$ cat config.mk
export PLATFORM = sky130hd
export DESIGN_NAME = pid_top
export DESIGN_NICKNAME = d
export VERILOG_FILES = /design/src/rtl/pid_pkg.sv /design/src/rtl/pid_edge.sv /design/src/rtl/pid_top.sv
export SDC_FILE = /design/constraint.sdc
export NUM_CORES = 1
export LEC_CHECK = 0
export BUFFER_PORTS_ARGS = -buffer_cell sky130_fd_sc_hd__buf_4
export CAP_MARGIN = 20
export CORE_AREA = 4 4 62 64
export CTS_BUF_LIST = sky130_fd_sc_hd__clkbuf_4
export DETAILED_ROUTE_END_ITERATION = 8
export DIE_AREA = 0 0 66 68
export PLACE_DENSITY = 0.93
export SYNTH_ARGS = -nofsm -noshare
export SYNTH_HDL_FRONTEND = slang
export SYNTH_SLANG_ARGS = --single-unit
export TNS_END_PERCENT = 5
$ cat constraint.sdc
create_clock -name SYS_CLK -period 4.9 [get_ports SYS_CLK]
set_input_delay 0.98 -clock SYS_CLK [delete_from_list [all_inputs] [get_ports SYS_CLK]]
set_output_delay 0.98 -clock SYS_CLK [all_outputs]
set_load 0.02 [all_outputs]
$ cat src/rtl/pid_pkg.sv
// Purpose: Shared constants and types for the pulse input decoder.
// Assumes: One 250 MHz clock, synchronous active-high reset.
// Notes: Speed limits are expressed as minimum cycles between counted edges.
package pid_pkg;
   localparam int unsigned CLK_HZ = 250000000;
   localparam int unsigned SPD_10K_PPS = 10000;
   localparam int unsigned SPD_50K_PPS = 50000;
   localparam int unsigned SPD_100K_PPS = 100000;
   localparam int unsigned SPD_200K_PPS = 200000;
   localparam int unsigned GAP_10K = CLK_HZ / SPD_10K_PPS;
   localparam int unsigned GAP_50K = CLK_HZ / SPD_50K_PPS;
   localparam int unsigned GAP_100K = CLK_HZ / SPD_100K_PPS;
   localparam int unsigned GAP_200K = CLK_HZ / SPD_200K_PPS;
   localparam int GAP_W = 16;

   typedef enum logic [3:0] {
      PID_SRC_AB = 4'h0,
      PID_SRC_INT_0U1 = 4'h1,
      PID_SRC_INT_1U = 4'h2,
      PID_SRC_INT_10U = 4'h3,
      PID_SRC_INT_100U = 4'h4,
      PID_SRC_OTHER_CH = 4'h5
   } pid_src_e;

   typedef enum logic [3:0] {
      PID_MODE_1P_X1 = 4'h0,
      PID_MODE_1P_X1_A = 4'h1,
      PID_MODE_1P_X2 = 4'h2,
      PID_MODE_1P_X2_A = 4'h3,
      PID_MODE_UP_DOWN_PAIR = 4'h4,
      PID_MODE_2P_X1 = 4'h5,
      PID_MODE_2P_X2 = 4'h6,
      PID_MODE_2P_X4 = 4'h7
   } pid_mode_e;

   typedef enum logic [1:0] {
      PID_SPD_10K = 2'h0,
      PID_SPD_50K = 2'h1,
      PID_SPD_100K = 2'h2,
      PID_SPD_200K = 2'h3
   } pid_spd_e;

   typedef struct packed {
      logic a;
      logic b;
      logic z;
      logic func;
      logic latch;
   } pid_pins_s;

   typedef struct packed {
      logic up;
      logic down;
   } pid_strobe_s;
endpackage

$ cat src/rtl/pid_edge.sv
// Purpose: Registers one input and reports its rising and falling edges.
// Assumes: Input already synchronous to the clock.
// Notes: Edge outputs are combinational against the held previous value.
`timescale 1ns/10ps
module pid_edge (
   input wire logic clk,
   input wire logic rst,
   input wire logic din,
   output logic prev,
   output logic rise,
   output logic fall
);
   logic next_prev;

   always_comb begin
      next_prev = din;
   end

   always_ff @(posedge clk) begin
      if (rst) begin
         prev <= 1'b0;
      end else begin
         prev <= next_prev;
      end
   end

   assign rise = din & ~prev;
   assign fall = ~din & prev;
endmodule // pid_edge

$ cat src/rtl/pid_top.sv
// Purpose: Turns pulse inputs A and B into count-up and count-down strobes.
// Assumes: Pins synchronous to SYS_CLK; settings held steady while counting.
// Notes: Edges closer than the selected speed gap are dropped.
`timescale 1ns/10ps
// Function
// - Pair mode: A rise up, B rise down.
// - 2-phase x1: A rise/fall with B low.
// - 2-phase x2 up on A edges.
// - 2-phase x2 down on A edges.
// - 2-phase x4 up on A, B edges.
// - 2-phase x4 down on A, B edges.
// - A-only modes ignore input B.
// - 10k and 50k allowed everywhere.
// - 100k refused in 2-phase x1.
// - 200k only in x2 1-phase, x4.
// - Normal mode signal set passed through.
// - Mode applies only with A/B source.
// - Unused inputs released as general input.
module pid_top (
   input wire logic SYS_CLK,
   input wire logic RESET,
   input wire pid_pkg::pid_pins_s PINS,
   input wire pid_pkg::pid_src_e SRC,
   input wire pid_pkg::pid_mode_e MODE,
   input wire pid_pkg::pid_spd_e SPEED,
   input wire logic DOWN_CMD,
   input wire logic INT_TICK,
   input wire logic OTHER_MATCH,
   output pid_pkg::pid_strobe_s STROBE,
   output logic SPEED_ERR,
   output logic INDEX,
   output logic FUNC_IN,
   output logic LATCH_IN,
   output logic GP_A,
   output logic GP_B,
   output logic GP_A_VALID,
   output logic GP_B_VALID
);
   logic a_rise, a_fall;
   logic b_rise, b_fall;
   logic m_rise;
   logic a, b;
   logic raw_up, raw_down;
   logic speed_ok;
   logic [pid_pkg::GAP_W-1:0] gap, next_gap, gap_lim;
   pid_pkg::pid_strobe_s next_strobe;
   logic next_err, next_index, next_func, next_latch;
   logic next_gpa, next_gpb, next_gpa_v, next_gpb_v;

   function automatic logic a_only(input pid_pkg::pid_mode_e m);
      a_only = (m == pid_pkg::PID_MODE_1P_X1_A) || (m == pid_pkg::PID_MODE_1P_X2_A);
   endfunction

   function automatic logic spd_allowed(input pid_pkg::pid_mode_e m,
                                        input pid_pkg::pid_spd_e s);
      unique case (s)
         pid_pkg::PID_SPD_10K: spd_allowed = 1'b1;
         pid_pkg::PID_SPD_50K: spd_allowed = 1'b1;
         pid_pkg::PID_SPD_100K: spd_allowed = (m != pid_pkg::PID_MODE_2P_X1);
         pid_pkg::PID_SPD_200K: spd_allowed = (m == pid_pkg::PID_MODE_1P_X2) ||
            (m == pid_pkg::PID_MODE_1P_X2_A) || (m == pid_pkg::PID_MODE_2P_X4);
      endcase
   endfunction

   assign a = PINS.a;
   assign b = PINS.b;

   pid_edge u_edge_a (.clk(SYS_CLK), .rst(RESET), .din(a),
      .prev(), .rise(a_rise), .fall(a_fall));
   pid_edge u_edge_b (.clk(SYS_CLK), .rst(RESET), .din(b),
      .prev(), .rise(b_rise), .fall(b_fall));
   pid_edge u_edge_m (.clk(SYS_CLK), .rst(RESET), .din(OTHER_MATCH),
      .prev(), .rise(m_rise), .fall());

   always_comb begin
      raw_up = 1'b0;
      raw_down = 1'b0;
      unique case (MODE)
         pid_pkg::PID_MODE_UP_DOWN_PAIR: begin
            raw_up = a_rise & ~b;
            raw_down = b_rise & ~a;
         end
         pid_pkg::PID_MODE_2P_X1: begin
            raw_up = a_rise & ~b;
            raw_down = a_fall & ~b;
         end
         pid_pkg::PID_MODE_2P_X2: begin
            raw_up = (a_rise & ~b) | (a_fall & b);
            raw_down = (a_rise & b) | (a_fall & ~b);
         end
         pid_pkg::PID_MODE_2P_X4: begin
            raw_up = (a_rise & ~b) | (a_fall & b)
               | (b_rise & a) | (b_fall & ~a);
            raw_down = (a_rise & b) | (a_fall & ~b)
               | (b_rise & ~a) | (b_fall & a);
         end
         pid_pkg::PID_MODE_1P_X1: begin
            raw_up = a_rise & ~b & ~DOWN_CMD;
            raw_down = a_fall & (b | DOWN_CMD);
         end
         pid_pkg::PID_MODE_1P_X1_A: begin
            raw_up = a_rise & ~DOWN_CMD;
            raw_down = a_fall & DOWN_CMD;
         end
         pid_pkg::PID_MODE_1P_X2: begin
            raw_up = (a_rise | a_fall) & ~b & ~DOWN_CMD;
            raw_down = (a_rise | a_fall) & (b | DOWN_CMD);
         end
         pid_pkg::PID_MODE_1P_X2_A: begin
            raw_up = (a_rise | a_fall) & ~DOWN_CMD;
            raw_down = (a_rise | a_fall) & DOWN_CMD;
         end
         default: begin
            raw_up = 1'b0;
            raw_down = 1'b0;
         end
      endcase
   end

   always_comb begin
      unique case (SPEED)
         pid_pkg::PID_SPD_10K: gap_lim = pid_pkg::GAP_W'(pid_pkg::GAP_10K);
         pid_pkg::PID_SPD_50K: gap_lim = pid_pkg::GAP_W'(pid_pkg::GAP_50K);
         pid_pkg::PID_SPD_100K: gap_lim = pid_pkg::GAP_W'(pid_pkg::GAP_100K);
         pid_pkg::PID_SPD_200K: gap_lim = pid_pkg::GAP_W'(pid_pkg::GAP_200K);
      endcase
   end

   always_comb begin
      logic up, down, pass;
      up = 1'b0;
      down = 1'b0;
      pass = 1'b0;
      speed_ok = spd_allowed(MODE, SPEED);
      unique case (SRC)
         pid_pkg::PID_SRC_AB: begin
            up = raw_up;
            down = raw_down;
         end
         pid_pkg::PID_SRC_OTHER_CH: begin
            up = m_rise;
            down = 1'b0;
         end
         default: begin
            up = INT_TICK;
            down = 1'b0;
         end
      endcase
      pass = (SRC != pid_pkg::PID_SRC_AB) || (speed_ok && (gap >= gap_lim));
      next_gap = gap;
      if (gap < gap_lim) begin
         next_gap = gap + pid_pkg::GAP_W'(1);
      end
      if ((up ^ down) && pass) begin
         next_gap = '0;
      end
      next_strobe.up = up & ~down & pass;
      next_strobe.down = down & ~up & pass;
      next_err = (SRC == pid_pkg::PID_SRC_AB) && !speed_ok;
      next_index = PINS.z;
      next_func = PINS.func;
      next_latch = PINS.latch;
      next_gpa = a;
      next_gpb = b;
      next_gpa_v = (SRC != pid_pkg::PID_SRC_AB);
      next_gpb_v = (SRC != pid_pkg::PID_SRC_AB) || a_only(MODE);
   end

   always_ff @(posedge SYS_CLK) begin
      if (RESET) begin
         gap <= '0;
         STROBE <= '0;
         SPEED_ERR <= 1'b0;
         INDEX <= 1'b0;
         FUNC_IN <= 1'b0;
         LATCH_IN <= 1'b0;
         GP_A <= 1'b0;
         GP_B <= 1'b0;
         GP_A_VALID <= 1'b0;
         GP_B_VALID <= 1'b0;
      end else begin
         gap <= next_gap;
         STROBE <= next_strobe;
         SPEED_ERR <= next_err;
         INDEX <= next_index;
         FUNC_IN <= next_func;
         LATCH_IN <= next_latch;
         GP_A <= next_gpa;
         GP_B <= next_gpb;
         GP_A_VALID <= next_gpa_v;
         GP_B_VALID <= next_gpb_v;
      end
   end

   property p_pair_up;
      @(posedge SYS_CLK) disable iff (RESET)
      (SRC == pid_pkg::PID_SRC_AB && MODE == pid_pkg::PID_MODE_UP_DOWN_PAIR && speed_ok &&
       gap >= gap_lim && a_rise && !b && !b_rise) |=> STROBE.up;
   endproperty
   a_pair_up: assert property (p_pair_up) else $error("pair up missed");

   property p_x1_down;
      @(posedge SYS_CLK) disable iff (RESET)
      (SRC == pid_pkg::PID_SRC_AB && MODE == pid_pkg::PID_MODE_2P_X1 && speed_ok &&
       gap >= gap_lim && a_fall && !b) |=> STROBE.down;
   endproperty
   a_x1_down: assert property (p_x1_down) else $error("x1 down missed");

   property p_x2_up;
      @(posedge SYS_CLK) disable iff (RESET)
      (SRC == pid_pkg::PID_SRC_AB && MODE == pid_pkg::PID_MODE_2P_X2 && speed_ok &&
       gap >= gap_lim && a_fall && b) |=> STROBE.up && !STROBE.down;
   endproperty
   a_x2_up: assert property (p_x2_up) else $error("x2 up missed");

   property p_x2_down;
      @(posedge SYS_CLK) disable iff (RESET)
      (SRC == pid_pkg::PID_SRC_AB && MODE == pid_pkg::PID_MODE_2P_X2 && speed_ok &&
       gap >= gap_lim && a_rise && b) |=> STROBE.down;
   endproperty
   a_x2_down: assert property (p_x2_down) else $error("x2 down missed");

   property p_x4_b;
      @(posedge SYS_CLK) disable iff (RESET)
      (SRC == pid_pkg::PID_SRC_AB && MODE == pid_pkg::PID_MODE_2P_X4 && speed_ok &&
       gap >= gap_lim && b_rise && !a_rise && !a_fall) |=> (STROBE.up == $past(a));
   endproperty
   a_x4_b: assert property (p_x4_b) else $error("x4 B edge wrong direction");

   property p_one_dir;
      @(posedge SYS_CLK) disable iff (RESET)
      !(STROBE.up && STROBE.down);
   endproperty
   a_one_dir: assert property (p_one_dir) else $error("both strobes high");

   property p_gap;
      @(posedge SYS_CLK) disable iff (RESET)
      (SRC == pid_pkg::PID_SRC_AB && $stable(SRC) && (STROBE.up || STROBE.down)) |=>
      !(STROBE.up || STROBE.down);
   endproperty
   a_gap: assert property (p_gap) else $error("strobes back to back");

   property p_err;
      @(posedge SYS_CLK) disable iff (RESET)
      (SRC == pid_pkg::PID_SRC_AB && MODE == pid_pkg::PID_MODE_2P_X1 &&
       SPEED == pid_pkg::PID_SPD_100K) |=> SPEED_ERR && !STROBE.up && !STROBE.down;
   endproperty
   a_err: assert property (p_err) else $error("100k accepted in x1");

   property p_aonly;
      @(posedge SYS_CLK) disable iff (RESET)
      (MODE == pid_pkg::PID_MODE_1P_X2_A && SRC == pid_pkg::PID_SRC_AB) |=> GP_B_VALID;
   endproperty
   a_aonly: assert property (p_aonly) else $error("B not released");

   property p_x4_a_up;
      @(posedge SYS_CLK) disable iff (RESET)
      (SRC == pid_pkg::PID_SRC_AB && MODE == pid_pkg::PID_MODE_2P_X4 && speed_ok &&
       gap >= gap_lim && a_fall && b && !b_rise && !b_fall) |=> STROBE.up && !STROBE.down;
   endproperty
   a_x4_a_up: assert property (p_x4_a_up) else $error("x4 A fall up missed");

   property p_x4_b_down;
      @(posedge SYS_CLK) disable iff (RESET)
      (SRC == pid_pkg::PID_SRC_AB && MODE == pid_pkg::PID_MODE_2P_X4 && speed_ok &&
       gap >= gap_lim && b_fall && a && !a_rise && !a_fall) |=> STROBE.down && !STROBE.up;
   endproperty
   a_x4_b_down: assert property (p_x4_b_down) else $error("x4 B fall down missed");

   property p_spd_200;
      @(posedge SYS_CLK) disable iff (RESET)
      (SRC == pid_pkg::PID_SRC_AB && SPEED == pid_pkg::PID_SPD_200K &&
       MODE != pid_pkg::PID_MODE_1P_X2 && MODE != pid_pkg::PID_MODE_1P_X2_A &&
       MODE != pid_pkg::PID_MODE_2P_X4) |=> SPEED_ERR && !STROBE.up && !STROBE.down;
   endproperty
   a_spd_200: assert property (p_spd_200) else $error("200k accepted in wrong mode");

   property p_low_speeds;
      @(posedge SYS_CLK) disable iff (RESET)
      (SPEED == pid_pkg::PID_SPD_10K || SPEED == pid_pkg::PID_SPD_50K) |=> !SPEED_ERR;
   endproperty
   a_low_speeds: assert property (p_low_speeds) else $error("low speed refused");

   property p_pass_side;
      @(posedge SYS_CLK) disable iff (RESET)
      1'b1 |=> INDEX == $past(PINS.z) && FUNC_IN == $past(PINS.func) &&
      LATCH_IN == $past(PINS.latch);
   endproperty
   a_pass_side: assert property (p_pass_side) else $error("side inputs not passed");

   property p_src_up;
      @(posedge SYS_CLK) disable iff (RESET)
      ((SRC == pid_pkg::PID_SRC_OTHER_CH && m_rise) ||
       (SRC != pid_pkg::PID_SRC_AB && SRC != pid_pkg::PID_SRC_OTHER_CH && INT_TICK)) |=>
      STROBE.up;
   endproperty
   a_src_up: assert property (p_src_up) else $error("source count missed");

   property p_src_down;
      @(posedge SYS_CLK) disable iff (RESET)
      (SRC != pid_pkg::PID_SRC_AB) |=> !STROBE.down;
   endproperty
   a_src_down: assert property (p_src_down) else $error("mode used off A/B source");

   property p_gp_release;
      @(posedge SYS_CLK) disable iff (RESET)
      (SRC != pid_pkg::PID_SRC_AB) |=> GP_A_VALID && GP_B_VALID && GP_A == $past(a);
   endproperty
   a_gp_release: assert property (p_gp_release) else $error("inputs not released");
endmodule // pid_top

== Yosys cells after proc, flatten, opt, wreduce, memory -nomap -nowiden ==
Cells that the tools add are included.

* Add/subtract/negate cells: 1
* Multiply operators: 0
* Div/mod/pow operators: 0
* Magnitude comparators: 2
* Equal/unequal tests: 12
* Shift-type cells: 0
* Mux-type cells: 6
* Bitwise logic cells: 43
* Reductions and logical operators: 16

{| class="wikitable"
|+ Operators with widths
! cell !! count
|-
| $pmux 16 s4 || 1
|-
| $and 1x1->1 || 26
|-
| $eq 4x3->1 const B || 5
|-
| $add 16x1->16 const B || 1
|-
| $ge 16x16->1 || 1
|-
| $lt 16x16->1 || 1
|-
| $eq 4x2->1 const B || 2
|-
| $logic_not 4->1 || 2
|-
| $not 1->1 || 8
|-
| $or 1x1->1 || 8
|-
| $pmux 1 s8 || 1
|-
| $pmux 1 s7 || 1
|-
| $reduce_or 2->1 || 3
|-
| $logic_or 1x1->1 || 5
|-
| $eq 2x2->1 const B || 2
|-
| $eq 4x1->1 const B || 1
|-
| $ne 4x3->1 const B || 1
|-
| $reduce_bool 4->1 || 1
|-
| $logic_and 1x1->1 || 3
|-
| $pmux 1 s3 || 1
|-
| $eq 2x1->1 const B || 1
|-
| $logic_not 2->1 || 1
|-
| $pmux 1 s2 || 1
|-
| $logic_not 1->1 || 1
|-
| 2 further kinds || 2
|}

* Bits in registers: 27
* Bits in latches: 0
* RAM bits: 0
* ROM bits: 0
* Input port bits: 20
* Word-level logic and storage cells: 92
* Memories kept: 0

== Depth between registers and ports, before layout ==
Gate-level depths: netlist (run 1).

* Word-level depth: 11
* Gate-level depth with buffers: 11
* Mapped depth without buffers: 10

== Modules after synthesis ==
A second synthesis (run 1) with hierarchy kept.

* Cells, all modules: 222
* Area total of the unflattened synthesis: 1966.9 sq um

{| class="wikitable"
|+ Modules (own cells, without submodules)
! module !! times used !! cells each !! area an instance (sq um)
|-
| pid_top || 1 || 210 || 1850.5
|-
| pid_edge || 3 || 4 || 38.8
|}

== Worst setup path after synthesis (run 1) ==
OpenSTA, ideal clock, no wires.

* Path kind: input to register
* Start: in PINS[4] (netlist name)
* End: reg gap[0] (netlist name)
* Arrival: 2.886 ns
* Required time: 4.764 ns
* Slack: 1.878 ns
* Cell stages on the path: 11
* Path buffers: 1
* Cell sequence: inv_1 ha_1 a21oi_1 o22ai_1 a2111oi_0 a221oi_1 inv_1 ha_1 a311oi_4 buf_6 a211oi_1

* Cells in the longest elaborated chain, start to end: 11
* Elaborated cells on any way between the ends: 34

{| class="wikitable"
|+ RTL lines
! what !! RTL line !! source
|-
| start: declaration || pid_top.sv:22 || <nowiki>input wire pid_pkg::pid_pins_s PINS,</nowiki>
|-
| $not 1->1 || -- ||
|-
| $and 1x1->1 || pid_edge.sv:28 || <nowiki>assign fall = ~din & prev;</nowiki>
|-
| $and 1x1->1, on equally long branches || -- ||
|-
| $or 1x1->1, on equally long branches || -- ||
|-
| $or 1x1->1, on equally long branches (2 in a row) || pid_top.sv:93, pid_top.sv:95 ||
|-
| $pmux 1 s7 or $pmux 1 s8 (tied branches) || pid_top.sv:78 || <nowiki>unique case (MODE)</nowiki>
|-
| $pmux 1 s2 or $mux 1 (tied branches) || pid_top.sv:135 || <nowiki>unique case (SRC)</nowiki>
|-
| $xor 1x1->1 * || pid_top.sv:154 || <nowiki>if ((up ^ down) && pass) begin</nowiki>
|-
| $logic_and 1x1->1 * || pid_top.sv:154 ||
|-
| $reduce_or 2->1 (no source line) * || -- ||
|-
| end signal: assignment || pid_top.sv:182 || <nowiki>gap <= next_gap;</nowiki>
|-
| end: declaration || pid_top.sv:45 || <nowiki>logic [pid_pkg::GAP_W-1:0] gap, next_gap, gap_lim;</nowiki>
|}

Mark *: on every way between the ends. The rest lies on a longest branch, timed or not.
A chain may end at the register's enable or synchronous reset.

== Worst setup path after layout (run 1) ==
* Start: in SPEED[0]
* End: reg gap[13] (netlist name)

* Cells in the longest elaborated chain, start to end: 7
* Elaborated cells on any way between the ends: 13

{| class="wikitable"
|+ RTL lines
! what !! RTL line !! source
|-
| start: declaration || pid_top.sv:25 || <nowiki>input wire pid_pkg::pid_spd_e SPEED,</nowiki>
|-
| $eq 2x2->1, or another cell as far along || pid_top.sv:56, pid_top.sv:121 ||
|-
| $pmux 16 s4 or $reduce_or 2->1 (tied branches) || -- ||
|-
| $ge 16x16->1 or $pmux 1 s3 (tied branches) || pid_top.sv:149, pid_top.sv:56 ||
|-
| $logic_and 1x1->1 || pid_top.sv:149 || <nowiki>pass = (SRC != pid_pkg::PID_SRC_AB) || (speed_ok && (gap >= gap_lim));</nowiki>
|-
| $logic_or 1x1->1 || pid_top.sv:149 ||
|-
| $logic_and 1x1->1 || pid_top.sv:154 ||
|-
| $reduce_or 2->1 (no source line) || -- ||
|}

Parallel ways exist; a longest one is shown, timed or not. The select of a mux whose other input is x is not followed.

==> results of run 1 <==
[layer usage]
metal  GRT usage [%]  up-vias  share of wire [%]
met5               0        -                  0
met4            6.60        0                1.0
met3            2.63        6                3.9
met2            37.9       35                 52
met1            24.8      828                 43
li1                -      885                  -
[worst paths after layout]
check           start      end  slack, ns  depth (start not counted)
min reg2reg   gap[14]  gap[14]       0.55                          2
max          SPEED[0]  gap[13]       1.67                         10
min           gap[14]  gap[14]       0.55                          2
max reg2reg      GP_A  gap[15]       2.24                          9
[cells in the final DEF (no fill, tap or decap), drive strengths merged, types with 4 or more instances in the layout]
cell and n:
buf 29, dfxtp 27, ha 22, a211oi 15, inv 14, o31ai 14, or4 13, nand3 12
a21oi 11, nor2 9, o21ai 8, nor2b 8, nand2 8, and3 5, nand4 4, clkbuf 4
[final cells by class]
type	count	area, um^2
inverters	14	52.6
multi-input cells	166	1260
fillers	277	1120
flip-flops and latches	27	541
repair buffers	29	218
clock buffers	4	30.0
well taps	46	57.6
[kinds of logic after synthesis]
kind of cell             share of synthesized area [%]
flip-flops                                        28.1
AND/OR/NAND/NOR                                   25.5
adder cells (fa/ha/maj)                           14.3
multiplexers                                      1.17
buffers and inverters                             6.19
AO/OA/AOI/OAI                                     24.6
[synth_stat cells (3+ instances only)]
cell,n
inv_1,14
or4_1,13
a211oi_1,14
clkbuf_1,5
nor2b_1,8
nor2_1,9
nand3_1,12
o211ai_1,3
nor4b_1,3
nand4_1,4
nand2_1,8
o21ai_0,8
and3_1,4
dfxtp_1,27
a21oi_1,11
ha_1,22
o31ai_1,14
[flip-flops by register name, indices dropped and copies added (netlist names)]
register	flops
FUNC_IN	1
GP_A	1
GP_A_VALID	1
GP_B	1
GP_B_VALID	1
INDEX	1
LATCH_IN	1
SPEED_ERR	1
STROBE	2
gap	16
u_edge_m.prev	1
[report_power, final]
part | leakage [uW] | internal (uW) | switching (uW)
Sequential | 0.000220 | 225 | 3.64
Clock | 0.0000184 | 37.5 | 69.3
Combinational | 0.000599 | 35.5 | 42.5
Total | 0.000838 | 298 | 116
[tightest hold or removal path: cells and delay by family (launching register included)]
family,cells,cell delay (ns)
DFF,1,0.38
AOI/OAI and AO/OA,2,0.14
[per-stage QoR]
stage / util, % / cells / power [uW] / hold WS (ns) / instance area (um^2)
after floorplan: - / 218 / 282 / 0.474 / 1920
after global placement: 64.8 / 282 / 308 / 0.508 / 2130
after detailed placement: 64.8 / 282 / 312 / 0.520 / 2130
after CTS: 65.8 / 286 / 418 / 0.540 / 2160
after global routing: 65.8 / 286 / 435 / 0.564 / 2160
final: 65.8 / 286 / 414 / 0.550 / 2160
==> impl_metrics.yaml, run 1 <==
power:
  peakVddDrop_mv: 0.113
  leakagePower_uw: 0.000838
  powerDensity_mw_per_mm2: 192
sta:
  tns_ns: 0
  worstMarginPinSlew_ns: 0.798
  max_freq_mhz: 310
  max_slew_margin_pct: 46.8
  hold_viol_final: 0
  timing.final.crit_share_pct: 65.9
  rsz0062_at_grt: "no"
  slew_violations: 0
  fin_skew_ns: 0.00365
  setup_viol: 0
  postLayoutSetupSlackWorst_ns: 1.67
  min_period_ns: 3.23
route:
  num_vias: 1754
  drtAntennaViolNets: 0
  wl_per_cell_um: 15.0
  via_per_inst: 6.13
  drt_iter0_drc: 116
  routed_wl_um: 4290
  first_pass_iters: 4
  drc_errors: 0
global_route:
  gr-usage-all-layers_pct: 20.6
  antenna_found_initial: 0
  grt_pass1_wl_um: 7360
  grt_max_degree: 31
  grt_pass1_vias: 1670
  overflow: 0
die:
  core_area_mm2: 0.00328
  rows: 21
  die-width_um: 66
  die_h_um: 68
  start_util_pct: 58.5
  io-pin-count: 30
  die-area_mm2: 0.00449
setup_path:
  endpoint_kind: "flop"
  crit_path_start_kind: "primary input"
  worst_path_max_delay_cell: "or4_1"
  cp_max_fo: 25
  critPathMaxStageDelay_ns: 0.69
  path_buf_inv: 3
  critPathTopFamily: "simple AND/OR/NAND/NOR gates"
  crit_type: "in -> reg"
  critPathRequiredTime_ns: 5.16
  path_cells: "buf_4 -> inv_1 -> ha_1 -> inv_1 -> ha_1 -> a21oi_1 -> o21a_1 -> nand3_1 -> or4_1 -> a211oi_1"
  arrival_ns: 3.49
finish:
  nets: 283
  area_growth_pct: 12.4
  n_antenna_cell: 0
  layout-drive-gt1-share_pct: 17.1
synth:
  yosys.area.top_type: "dfxtp_1"
  synth_top_cells_by_area: "dfxtp_1, ha_1, a211oi_1"
  synthFlopType: "dfxtp_1"
  syn_area_mm2: 0.00192
  yosys.area.top_type_share_pct: 28.1
  async_reset_ff_share_pct: 0
  ys_types: 44
  synth_cells: 218
  ys_ff_latch: 27
  yosys_warnings: 0
  syn_avg_cell_area_um2: 8.81
  synth_edf_count: 0
  synth_fp_nets: 260
  seq_area_frac_synth_pct: 28.1
clock_network:
  clkSlewWorstSetupHoldPaths_ns: 0.15
  root_buffer: "clkbuf_4"
  cts_setup_buffers: 0
  cts_sinks: 27
  numCtsBuffers: 3
  clock_path_buffers: 2
  cts_htree_levels: 1
  hold_buffers: 0
  cts_tree: "yes"
  clock_latency_ns: 0.33
  cts_resized: 0
status:
  outcome: "complete, no violations"
job:
  drv_cap: 0
placement:
  hpwl_um: 3230
  place_congestion: 0.817
  dp_slack_ns: 1.28
  port_buffers: 29
hold_path:
  min_path_type: "reg -> reg"
Note: power is estimated with default switching activity, not from simulation.
==> inputs of run 2 (changes only) <==
CORE_AREA = 4 4 63 65   (was 4 4 62 64)
DIE_AREA = 0 0 67 69   (was 0 0 66 68)
PLACE_DENSITY = 0.91   (was 0.93)
clock period = 3.25 ns   (was 4.9 ns; I/O delays follow)
==> impl_metrics.yaml, run 2 (synthesis results as in run 1) <==
sta:
  slew_violations: 0
  rsz0062_at_grt: "no"
  setup_viol: 0
  postLayoutSetupSlackWorst_ns: 0.454
  tns_ns: 0
  max_freq_mhz: 358
  max_slew_margin_pct: 44.3
  fin_skew_ns: 0.00577
  timing.final.crit_share_pct: 86.0
  worstMarginPinSlew_ns: 0.835
  hold_viol_final: 0
  min_period_ns: 2.80
clock_network:
  cts_htree_levels: 1
  root_buffer: "clkbuf_4"
  clock_path_buffers: 2
  cts_resized: 0
  hold_buffers: 0
  numCtsBuffers: 3
  clkSlewWorstSetupHoldPaths_ns: 0.16
  clock_latency_ns: 0.34
  cts_tree: "yes"
  cts_setup_buffers: 0
  cts_sinks: 27
setup_path:
  arrival_ns: 3.06
  critPathRequiredTime_ns: 3.51
  crit-reg2reg-launch: "GP_A"
  crit_path_end: "gap[5]"
  worst_path_max_delay_cell: "o21a_1"
  setup.worst_path.start: "SPEED[1]"
  crit_type: "in -> reg"
  path_cells: "buf_4 -> inv_1 -> ha_1 -> inv_1 -> ha_1 -> nand4b_4 -> nor3_1 -> o21a_1 -> o21ai_0 -> a211oi_1"
  worst-r2r-setup-slack_ns: 0.76
  crit_path_start_kind: "primary input"
  worst_r2r_path_depth: 11
  endpoint_kind: "flop"
  r2r_end: "gap[5]"
  critPathMaxStageDelay_ns: 0.74
  cp_max_fo: 30
power:
  powerDensity_mw_per_mm2: 285
  leakagePower_uw: 0.000844
  peakVddDrop_mv: 0.186
route:
  met1Wirelength_um: 1950
  met3_length_um: 267
  via_per_inst: 6.18
  num_vias: 1780
  top_layer_used: "met4"
  drt_iter0_drc: 100
  dr_wl_met2_um: 2160
  routed_wl_um: 4400
  wl_per_cell_um: 15.3
  first_pass_iters: 4
  drc_errors: 0
  drtAntennaViolNets: 0
global_route:
  grt_pass1_vias: 1686
  overflow: 0
  antenna_found_initial: 0
  grt_pass1_wl_um: 7440
  gr-usage-all-layers_pct: 19.7
  grt_max_degree: 31
die:
  start_util_pct: 57.6
  core_area_mm2: 0.00334
  io-pin-count: 30
  die-width_um: 67
  die_h_um: 69
  die-area_mm2: 0.00462
  rows: 21
finish:
  layout-drive-gt1-share_pct: 17.8
  mostFrequentLayoutCells: "buf_4, dfxtp_1, ha_1"
  n_antenna_cell: 0
  reg_top3: "gap: 16 flops, STROBE: 2 flops"
  final_cells: 288
  largest_reg_flops: 16
  nets: 285
  area_growth_pct: 13.2
  final_common_cell: "buf_4"
  top_register: "gap"
placement:
  port_buffers: 29
  place_congestion: 0.851
  dp.cells: 284
  hpwl_um: 3220
  dp_slack_ns: 0.0936
status:
  outcome: "complete, no violations"
hold_path:
  min_path_type: "in -> reg"
job:
  drv_cap: 0
run 2: power breakdown:
group,switching (uW),internal (uW)
logic,64.7,55.2
clock network,108,47.2
registers,5.20,340
total,178,442
run 2: how the worst min path moves through the flow:
stage / startpoint / end / slack, ns / cells past startpoint
after floorplan: gap[14] / gap[14] / 0.47 / 2
after global placement: gap[14] / gap[14] / 0.51 / 2
after detailed placement: gap[1] / gap[1] / 0.52 / 2
after CTS: PINS[1] / FUNC_IN / 0.51 / 2
after global routing: PINS[1] / FUNC_IN / 0.51 / 2
final: PINS[1] / FUNC_IN / 0.51 / 2
run 2: worst max-delay path: cells and delay by family:
family | cells | cell delay (ns)
and+or+nand+nor | 2 | 0.45
adders and majority gates | 2 | 0.48
AOI/OAI and AO/OA | 3 | 1.18
buffers and inverters | 3 | 0.29
run 2: through the flow:
stage	power [uW]	utilization, %	area, um^2	hold WS, ns
after floorplan	425	-	1920	0.474
after global placement	468	64.3	2140	0.508
after detailed placement	472	64.3	2140	0.518
after CTS	623	65.2	2170	0.512
after global routing	647	65.2	2170	0.510
final	621	65.2	2170	0.513
run 2: area by class of cell:
type	count	area (um^2)
Multi-Input combinational cell	166	1260
Fill cell	299	1160
Clock inverter	1	7.51
Timing Repair Buffer	31	233
Clock buffer	3	22.5
Sequential cell	27	541
Inverter	14	52.6
Tap cell	46	57.6
run 2: routing by layer:
metal | up-vias | global-route usage [%]
met3 | 2 | 2.76
met5 | - | 0
met4 | 0 | 5.18
li1 | 890 | -
met1 | 843 | 25.1
met2 | 45 | 34.1
